<file path="config.mk">
export PLATFORM = sky130hd
export DESIGN_NAME = asc_top
export DESIGN_NICKNAME = d
export VERILOG_FILES = /design/src/verilog/asc_sync.v /design/src/verilog/asc_fifo2.v /design/src/verilog/asc_top.v
export VERILOG_INCLUDE_DIRS = /design/src /design/src/verilog
export SDC_FILE = /design/constraint.sdc
export NUM_CORES = 1
export LEC_CHECK = 0
export BUFFER_PORTS_ARGS = -buffer_cell sky130_fd_sc_hd__buf_2
export CORE_ASPECT_RATIO = 0.6
export CORE_MARGIN = 2
export CORE_UTILIZATION = 39
export DETAILED_ROUTE_END_ITERATION = 7
export PLACE_DENSITY = 0.72
export SETUP_SLACK_MARGIN = 0.4
export SLEW_MARGIN = 5
export SYNTH_ARGS = -nofsm -noshare
export SYNTH_HDL_FRONTEND = slang
export SYNTH_HIERARCHICAL = 1
export SYNTH_SLANG_ARGS = --single-unit
</file>
<file path="constraint.sdc">
create_clock -name clk_i -period 3.1 [get_ports clk_i]
set_clock_uncertainty 0.15 [all_clocks]
set_input_delay 0.31 -clock clk_i [delete_from_list [all_inputs] [get_ports clk_i]]
set_output_delay 0.31 -clock clk_i [all_outputs]
set_load 0.05 [all_outputs]
</file>
<file path="src/verilog/asc_defs.vh">
// Purpose: shared constants of the serial control word decoder
// Assumes: included by bare name from the design files
// Notes: offsets are Avalon-MM byte addresses
`ifndef ASC_DEFS_VH
`define ASC_DEFS_VH

// register map
`define ASC_REG_STATUS 4'h0
`define ASC_REG_CONFIG 4'h4
`define ASC_REG_RESULT 4'h8
`define ASC_CONFIG_RST 1'b1

// control word layout, bit positions
`define ASC_SEL_HI 7
`define ASC_SEL_LO 4
`define ASC_LEN_HI 3
`define ASC_LEN_LO 2
`define ASC_ORDER_BIT 1
`define ASC_FMT_BIT 0
`define ASC_CTRL_RST 8'hE0

// input-select codes
`define ASC_NUM_CHAN 4'hB
`define ASC_SEL_PD 4'hE

// length codes and lengths in shift-clock periods
`define ASC_LEN_CODE_8 2'h1
`define ASC_LEN_CODE_16 2'h3
`define ASC_LEN_8 5'h08
`define ASC_LEN_12 5'h0C
`define ASC_LEN_16 5'h10

// edge counts at which things happen
`define ASC_LEN_RISE 5'h06
`define ASC_PD_FALL 5'h04
`define ASC_CTRL_BITS 5'h08

`endif

</file>
<file path="src/verilog/asc_sync.v">
// Purpose: two-flop synchroniser for inputs from outside the clock domain
// Assumes: inputs are levels, each bit independent
// Notes: only the second stage may be read by any logic
`timescale 1ns/100ps
module asc_sync #(
    parameter W = 3
) (
    input wire clk_i,
    input wire sys_rst_i,
    input wire [W-1:0] d_i,
    output wire [W-1:0] q_o
);
    genvar g;
    generate
        for (g = 0; g < W; g = g + 1) begin : g_bit
            reg meta_r;
            reg sync_r;
            // first stage feeds the second stage only
            always @(posedge clk_i) begin
                if (sys_rst_i) begin
                    meta_r <= 1'b0;
                    sync_r <= 1'b0;
                end else begin
                    meta_r <= d_i[g];
                    sync_r <= meta_r;
                end
            end
            assign q_o[g] = sync_r;
        end
    endgenerate
endmodule // asc_sync

</file>
<file path="src/verilog/asc_fifo2.v">
// Purpose: two-entry buffer with valid/ready on both sides
// Assumes: single clock
// Notes: full and empty are exact; in_ready_o drops when both slots hold
`timescale 1ns/100ps
module asc_fifo2 #(
    parameter W = 12
) (
    input wire clk_i,
    input wire sys_rst_i,
    input wire in_valid_i,
    output wire in_ready_o,
    input wire [W-1:0] in_data_i,
    output wire out_valid_o,
    input wire out_ready_i,
    output wire [W-1:0] out_data_o
);
    reg [W-1:0] mem_r [0:1];
    reg wr_ptr_r;
    reg rd_ptr_r;
    reg [1:0] count_r;
    wire push;
    wire pop;

    // handshakes are combinational from the fill count
    assign in_ready_o = (count_r != 2'h2);
    assign out_valid_o = (count_r != 2'h0);
    assign out_data_o = mem_r[rd_ptr_r];
    assign push = in_valid_i & in_ready_o;
    assign pop = out_valid_o & out_ready_i;

    // storage and pointers
    always @(posedge clk_i) begin
        if (sys_rst_i) begin
            wr_ptr_r <= 1'b0;
            rd_ptr_r <= 1'b0;
            count_r <= 2'h0;
        end else begin
            if (push) begin
                mem_r[wr_ptr_r] <= in_data_i;
                wr_ptr_r <= ~wr_ptr_r;
            end
            if (pop) begin
                rd_ptr_r <= ~rd_ptr_r;
            end
            if (push & ~pop) begin
                count_r <= count_r + 2'h1;
            end else if (pop & ~push) begin
                count_r <= count_r - 2'h1;
            end
        end
    end
endmodule // asc_fifo2

</file>
<file path="src/verilog/asc_top.v">
// Purpose: device-side decoder of the serial control word of a 12-bit ADC
// Assumes: shift clock is a slow pin, sampled here at 25 MHz
// Notes: conversion results arrive on a stream port through a 2-entry buffer
//        CONFIG enable gates every shift-clock edge of the link
// Function
// - top four word bits select eleven inputs, reference test or power-down
// - select address applies to the conversion right after its I/O cycle
// - length bits apply to the same I/O cycle that carries them
// - length code 00 or 10 gives 12-bit output in the same cycle
// - in 12-bit mode conversion starts after the twelfth falling edge
// - code 11 gives sixteen output bits, lowest four always zero
// - 16-bit cycle is sixteen clocks; conversion starts after sixteenth fall
// - length code 01 gives 8-bit output in the same cycle
// - 8-bit mode drops the four lowest result bits
// - 8-bit cycle is eight clocks; conversion starts after eighth fall
// - length change takes effect after six rising shift-clock edges
// - a length change may corrupt one LSB-first result at most
// - format bit 0 unsigned, 1 two's complement; MSBs are complements
// - order bit 0 MSB first, 1 LSB first, from next I/O cycle
// - select 1110 powers down at fourth falling edge; cycle still ends
// - each later falling edge advances output until length is sent
`timescale 1ns/100ps
`include "asc_defs.vh"
module asc_top #(
    parameter RES_W = 12
) (
    input wire clk_i,
    input wire sys_rst_i,
    input wire [3:0] avs_address_i,
    input wire avs_read_i,
    input wire avs_write_i,
    input wire [31:0] avs_writedata_i,
    input wire [3:0] avs_byteenable_i,
    output reg [31:0] avs_readdata_o,
    output wire avs_waitrequest_o,
    input wire io_clk_i,
    input wire cs_n_i,
    input wire sdi_i,
    output reg sdo_o,
    output wire sdo_oe_n_o,
    output wire eoc_o,
    output reg conv_start_o,
    output reg [3:0] conv_sel_o,
    input wire res_valid_i,
    output wire res_ready_o,
    input wire [RES_W-1:0] res_data_i
);
    // synchronised pins
    wire [2:0] pin_s;
    wire sclk_s;
    wire cs_n_s;
    wire sdi_s;
    reg sclk_d_r;
    reg cs_n_d_r;
    wire rise;
    wire fall;
    wire cs_fall;
    wire link_on;

    // control word and cycle state
    reg [7:0] ctrl_sr_r;
    reg [7:0] ctrl_last_r;
    reg [4:0] rise_cnt_r;
    reg [4:0] fall_cnt_r;
    reg [4:0] len_cur_r;
    reg order_r;
    reg fmt_r;
    reg pd_r;
    reg busy_r;
    reg [15:0] out_word_r;
    reg [RES_W-1:0] last_res_r;
    reg cfg_en_r;
    reg ack_r;

    wire [4:0] fall_nxt;
    wire [3:0] sel_now;
    wire end_cycle;
    wire [RES_W-1:0] buf_data;
    wire buf_valid;
    wire load;
    wire take_ok;
    wire [RES_W-1:0] coded;
    wire avs_req;

    // select enters the synchroniser inverted: the stages reset to zero,
    // which then reads as deselected, so no false select edge follows reset
    asc_sync #(
        .W(3)
    ) u_sync (
        .clk_i(clk_i),
        .sys_rst_i(sys_rst_i),
        .d_i({io_clk_i, ~cs_n_i, sdi_i}),
        .q_o(pin_s)
    );

    // results wait here so a late conversion slot loses no word
    asc_fifo2 #(
        .W(RES_W)
    ) u_buf (
        .clk_i(clk_i),
        .sys_rst_i(sys_rst_i),
        .in_valid_i(res_valid_i),
        .in_ready_o(res_ready_o),
        .in_data_i(res_data_i),
        .out_valid_o(buf_valid),
        .out_ready_i(take_ok),
        .out_data_o(buf_data)
    );

    assign sclk_s = pin_s[2];
    assign cs_n_s = ~pin_s[1];
    assign sdi_s = pin_s[0];

    // edge detection on the resampled shift clock and select
    // edges count only while selected and enabled
    assign link_on = ~cs_n_s & cfg_en_r;
    assign rise = link_on & sclk_s & ~sclk_d_r;
    assign fall = link_on & ~sclk_s & sclk_d_r;
    assign cs_fall = ~cs_n_s & cs_n_d_r;
    assign fall_nxt = fall_cnt_r + 5'h01;
    assign sel_now = ctrl_sr_r[3:0];
    assign end_cycle = fall & (fall_nxt == len_cur_r);
    // no result is taken on the edge that ends a cycle: that edge starts a
    // conversion, and a word popped then would be dropped unseen
    assign take_ok = busy_r & ~end_cycle;
    assign load = take_ok & buf_valid;

    // two's complement differs from unsigned only in the inverted MSB
    assign coded = fmt_r ? {~buf_data[RES_W-1], buf_data[RES_W-2:0]}
                         : buf_data;

    // length in periods from the two length bits
    // codes 00 and 10 both give twelve; only 01 and 11 shorten or pad
    function [4:0] f_len;
        input [1:0] code;
        begin
            if (code == `ASC_LEN_CODE_8) begin
                f_len = `ASC_LEN_8;
            end else if (code == `ASC_LEN_CODE_16) begin
                f_len = `ASC_LEN_16;
            end else begin
                f_len = `ASC_LEN_12;
            end
        end
    endfunction

    // bit k of the MSB-justified 16-bit image for the given order and length
    // out-of-range indices read zero, so an extra fall only shows a zero
    function f_bit;
        input [15:0] word;
        input [4:0] k;
        input lsb;
        input [4:0] len;
        reg [4:0] idx;
        begin
            idx = 5'h00;
            if (lsb) begin
                idx = (`ASC_LEN_16 - len) + k; // pad bits lead in 16-bit
            end else begin
                idx = 5'h0F - k;
            end
            if (idx > 5'h0F) begin
                f_bit = 1'b0;
            end else begin
                f_bit = word[idx[3:0]];
            end
        end
    endfunction

    // pin delay stages for edge detection
    // reset values match the idle pins: clock low, select high
    always @(posedge clk_i) begin
        if (sys_rst_i) begin
            sclk_d_r <= 1'b0;
            cs_n_d_r <= 1'b1;
        end else begin
            sclk_d_r <= sclk_s;
            cs_n_d_r <= cs_n_s;
        end
    end

    // control word capture and I/O cycle sequencing
    // a cycle is counted in falling edges; the length in force decides which
    // fall ends it, and select high or a disabled link discards the count
    always @(posedge clk_i) begin
        if (sys_rst_i) begin
            ctrl_sr_r <= `ASC_CTRL_RST;
            ctrl_last_r <= `ASC_CTRL_RST;
            rise_cnt_r <= 5'h00;
            fall_cnt_r <= 5'h00;
            len_cur_r <= `ASC_LEN_12;
            order_r <= 1'b0;
            fmt_r <= 1'b0;
            pd_r <= 1'b1; // starts powered down until a valid address
            busy_r <= 1'b0;
            out_word_r <= 16'h0000;
            last_res_r <= {RES_W{1'b0}};
            sdo_o <= 1'b0;
            conv_start_o <= 1'b0;
            conv_sel_o <= 4'h0;
        end else begin
            // start is a one-cycle pulse
            conv_start_o <= 1'b0;
            if (~link_on) begin
                // select high or link disabled: clock inhibited, cycle reset
                rise_cnt_r <= 5'h00;
                fall_cnt_r <= 5'h00;
            end
            // the first eight rises shift the word in, later rises are ignored
            if (rise) begin
                if (rise_cnt_r < `ASC_CTRL_BITS) begin
                    ctrl_sr_r <= {ctrl_sr_r[6:0], sdi_s};
                    rise_cnt_r <= rise_cnt_r + 5'h01;
                end
                // sixth rise holds both length bits; earlier bits still
                // shift with the old length, which may garble LSB-first data
                if (rise_cnt_r + 5'h01 == `ASC_LEN_RISE) begin
                    len_cur_r <= f_len({ctrl_sr_r[0], sdi_s});
                end
            end
            if (fall) begin
                fall_cnt_r <= fall_nxt;
                // power-down takes hold at the fourth fall; the cycle goes on
                if ((fall_nxt == `ASC_PD_FALL) && (sel_now == `ASC_SEL_PD)) begin
                    pd_r <= 1'b1;
                end
                // advance one result bit per falling edge
                sdo_o <= busy_r ? 1'b0
                         : f_bit(out_word_r, fall_nxt, order_r,
                                 len_cur_r);
            end
            if (end_cycle) begin
                // last falling edge of 8, 12 or 16 ends the cycle
                rise_cnt_r <= 5'h00;
                fall_cnt_r <= 5'h00;
                ctrl_last_r <= ctrl_sr_r;
                order_r <= ctrl_sr_r[`ASC_ORDER_BIT];
                // a power-down word ends the cycle without a start
                if (ctrl_sr_r[`ASC_SEL_HI:`ASC_SEL_LO] != `ASC_SEL_PD) begin
                    pd_r <= 1'b0;
                    busy_r <= 1'b1;
                    conv_start_o <= 1'b1;
                    conv_sel_o <= ctrl_sr_r[`ASC_SEL_HI:`ASC_SEL_LO];
                    fmt_r <= ctrl_sr_r[`ASC_FMT_BIT];
                    sdo_o <= 1'b0; // output forced low while converting
                end
            end else if (load) begin
                // result latched: 4 pad zeros below the 12 result bits
                busy_r <= 1'b0;
                out_word_r <= {coded, 4'h0};
                last_res_r <= coded;
                sdo_o <= f_bit({coded, 4'h0}, 5'h00, order_r, len_cur_r);
            end else if (cs_fall & ~busy_r) begin
                // first bit appears as select goes low
                sdo_o <= f_bit(out_word_r, 5'h00, order_r, len_cur_r);
            end
        end
    end

    // serial output is released whenever select is high
    assign sdo_oe_n_o = cs_n_s;
    // eoc is high when idle and low from a start until the result is taken
    assign eoc_o = ~busy_r;

    // Avalon slave: one wait cycle, answer on the second edge
    // read data is captured on the first edge so it stands when wait drops
    assign avs_req = avs_read_i | avs_write_i;
    assign avs_waitrequest_o = avs_req & ~ack_r;

    always @(posedge clk_i) begin
        if (sys_rst_i) begin
            ack_r <= 1'b0;
            cfg_en_r <= `ASC_CONFIG_RST;
            avs_readdata_o <= 32'h00000000;
        end else begin
            // ack alternates so each access sees exactly one wait cycle
            ack_r <= avs_req & ~ack_r;
            if (avs_read_i & ~ack_r) begin
                case (avs_address_i)
                    `ASC_REG_STATUS: begin
                        avs_readdata_o <= {16'h0000, len_cur_r, order_r,
                                           ~busy_r, pd_r, ctrl_last_r};
                    end
                    `ASC_REG_CONFIG: begin
                        avs_readdata_o <= {31'h00000000, cfg_en_r};
                    end
                    `ASC_REG_RESULT: begin
                        avs_readdata_o <= {15'h0000, fmt_r, 4'h0, last_res_r};
                    end
                    default: begin
                        avs_readdata_o <= 32'h00000000; // unmapped reads zero
                    end
                endcase
            end
            // a write lands on the edge where waitrequest is low
            if (avs_write_i & ack_r & avs_byteenable_i[0]
                    & (avs_address_i == `ASC_REG_CONFIG)) begin
                cfg_en_r <= avs_writedata_i[0];
            end
        end
    end
endmodule // asc_top

</file>
==> impl_results.md <==
* Root Driver: clkbuf_16
* Fin nets at 610
* Net Switching at 0.000671 W
* Setup TNS at 0 ns
* Largest area contributor in the netlist: dfxtp_1
* Core ar. at roughly 12,000 µm²
* Number of synthesized flops with an enable pin at 24
* Final count of hold timing violations at 0
* Worst Setup End Kind: flip-flop
* Total number of vias at between 3k and 4k
* Initial antenna violation count at 0
* Vias/cell at approximately 5.2
* Most used flip-flop cell after synthesis: dfxtp_1
* ANT cells at 0
* Startpoint types: flip-flop
* Cell variety after synth at 53
* PortBufs at between 50 and 60
* Syn Std Cell Area at between 4000 and 5000 µm²
* Asr flop ratio synth at 0
* Clk slew on worst S/H paths at around 0.070 ns
* Clock Tree Buf Depth at 2
* Crit path time final at around 2.6 ns
* Multi-input gate area at 2270 µm²
* DIE WIDTH at ~150 µm
* Worst Path Required at around 3.2 ns
* Placed wire-length estimate at between 7000 and 8000 µm
* First drt pass iteration count at 5
* Cells after DPL at between 600 and 700
* Layout Cells excl Fill at around 710
* Seq/Total Area, Yosys at 0.496
* # H-tree levels at 3
* Number of remaining DRC errors at 0
* Hold_sp: res_data_i[8]
* Relative slew slack at 0.498
* Critical Path Fanout Max at 3
* Cell with the most instances after synthesis: dfxtp_1
* Most instantiated cells after synthesis: dfxtp_1, nor2_1, nand2_1, a21oi_1, edfxtp_1
* First-pass GRT wire length at approximately 18,000 µm
* RSZ-0062 raised after global routing: yes
* Outcome: completed
* Leak Pwr at roughly 2.1 nW
* Ports at 102
* Final Power at around 0.0027 W
* GRT Util Overall at 0.174
* Average size of a mapped cell at roughly 10 µm²
* Worst-Margin Slew at 0.754 ns
* CP arrival at ~2.8 ns
* Reg area at approximately 2400 µm²
* Achievable clock frequency at approximately 0.38 GHz
* Synthesis Warnings at 6
* ANT nets after route at 0
* Per-cell routed wire length at 15.5 µm
* Initial Util at 0.395
* Share of layout cells above drive strength 1 at 0.243
* Clock group share of total power at 0.394
* Grt total ovfl at 0
* Clk sink count at between 100 and 150
* VDD IR max at roughly 0.28 mV
* Final wirelength at roughly 11,000 µm
* Synth Instances at 478
* Max cap viols at 0
* Num CTS Buffers at 9
* Hold WC Path Type: in2reg
* Area grow syn2layout at 19.7%
* Ranking of synthesized cells by area: dfxtp_1, edfxtp_1, nor2_1, a21oi_1, mux2_2
* Reg-to-Reg Start: len_cur_r[3]
* Cell row count at 31
* Largest net degree at the start of global routing at between 70 and 80
* Flops & latches, synth at 105
* DIE AREA at roughly 13,000 µm²
* Sequential Power Share at 0.533
* Later-pin clock latency in the skew report at roughly 0.35 ns
* Final Max Tran Viols at 0
* DIE HEIGHT at 89.2 µm
* Pwr/cell area at ~480 nW/µm²
* CTS tree: yes
* Vias in the first global route at approximately 3.6k
* Internal at roughly 0.002 W
* Final worst path period share at 0.849
* Sw frac at 0.248
* Top cell type's share of synthesized area at 0.344
* Setup crit start: len_cur_r[3]
* Final GP Congestion at 0.874
* Setup violators final at 0
* Comb pwr share at 0.074
* Iter 0 DRT Violations at around 360
* Final Hold Slack at a little over 0.01 ns
* Setup CP Type: reg2reg
* Fillers at roughly 1.1k
cell usage in the layout, fill, tap and decap left out, types with 3 or more instances in the layout:
master	count
ha_1	5
dfxtp_1	76
or2_2	3
ha_4	3
nor3_1	8
a211o_1	3
a21oi_1	36
a22oi_1	11
dfxtp_2	4
nor2_1	62
conb_1	16
buf_2	51
mux2_2	15
clkbuf_16	9
a211oi_1	4
a31oi_1	3
o21bai_1	5
buf_4	16
dlygate4sd3_1	9
edfxtp_1	24
mux2i_1	14
nor2b_1	20
xor2_1	8
or3_1	3
mux4_2	5
xnor2_1	5
inv_1	16
o21ai_0	5
nand2b_1	4
and2_1	3
nand3_1	8
nand2_1	42
and3_1	3
metrics by stage:
stage	instance area [µm²]	util	worst slack, ns
after global placement	5110	0.428	0.253
final	5650	0.473	0.469
after global routing	5650	0.473	0.399
after detailed placement	5110	0.428	0.158
after CTS	5580	0.467	0.391
after floorplan	4820	-	0.391
critical path: stages, from the launching register on:
cell and delay (ns):
dfxtp_2 0.34, inv_1 0.08, ha_4 0.30, nor3b_4 0.26
nor3_2 0.09, ha_1 0.32, nand2_1 0.06, a31oi_1 0.15
a21oi_1 0.07, or4_4 0.55, o31ai_4 0.18
power by group through the flow:
| stage | combinational (W) | sequential, W | clock [W] |
|---|---|---|---|
| 2_1_floorplan | 0.000151 | 0.00147 | 0 |
| 3_3_place_gp | 0.000184 | 0.00147 | 0 |
| 3_5_place_dp | 0.000187 | 0.00147 | 0 |
| 4_1_cts | 0.000196 | 0.00144 | 0.00109 |
| 5_1_grt | 0.000216 | 0.00145 | 0.00114 |
| 6_report | 0.000200 | 0.00144 | 0.00107 |
final timing paths:
check             depth (start not counted)  slack, ns                endpoint
hold reg to reg                           1       0.29  u_sync/g_bit[1].sync_r
setup / recovery                         10       0.47                   sdo_o
hold / removal                            1       0.01       u_buf/mem_r[0][8]
setup reg to reg                         10       0.47                   sdo_o
logic make-up after synthesis:
| group | after synthesis | synth area share |
|---|---|---|
| AND/OR/NAND/NOR | 177 | 0.180 |
| adder cells (fa/ha/maj) | 8 | 0.0212 |
| multiplexers | 34 | 0.0893 |
| other | 1 | 0.000795 |
| flip-flops | 105 | 0.496 |
| XOR/XNOR | 17 | 0.0374 |
| AO/OA/AOI/OAI | 81 | 0.112 |
| buffers and inverters | 55 | 0.0631 |
per-layer routing:
metal,up-vias,wire length (µm),global-route usage
met5,-,0,0
met3,18,865,0.0480
li1,1758,-,-
met1,1776,4940,0.224
met2,137,5090,0.287
met4,0,162,0.0609
sequential cells by signal (all words and copies together), names as in the netlist, 4 cells and up, named ones only:
register / flops
ctrl_sr_r: 8
last_res_r: 12
fall_cnt_r: 5
conv_sel_o: 4
u_buf/mem_r: 24
ctrl_last_r: 8
rise_cnt_r: 5
avs_readdata_o: 16
cell type report:
cell class                      count  share of cell area
Sequential cell                   105               0.416
Multi-Input combinational cell    333               0.403
Timing Repair Buffer               77              0.0844
Clock buffer                        9              0.0399
Tap cell                          165              0.0366
Inverter                           16              0.0106
Clock inverter                      7             0.00953
timing repair:
item / in CTS / in global routing
pin swaps: 1 / 5
endpoints found under the hold margin: 15 / 2
hold buffers: 8 / 1
buffers inserted: 4 / 4
gates resized for setup: 14 / 8
endpoints found under the setup margin: 3 / 2
Power figures use the tool's default switching activity.
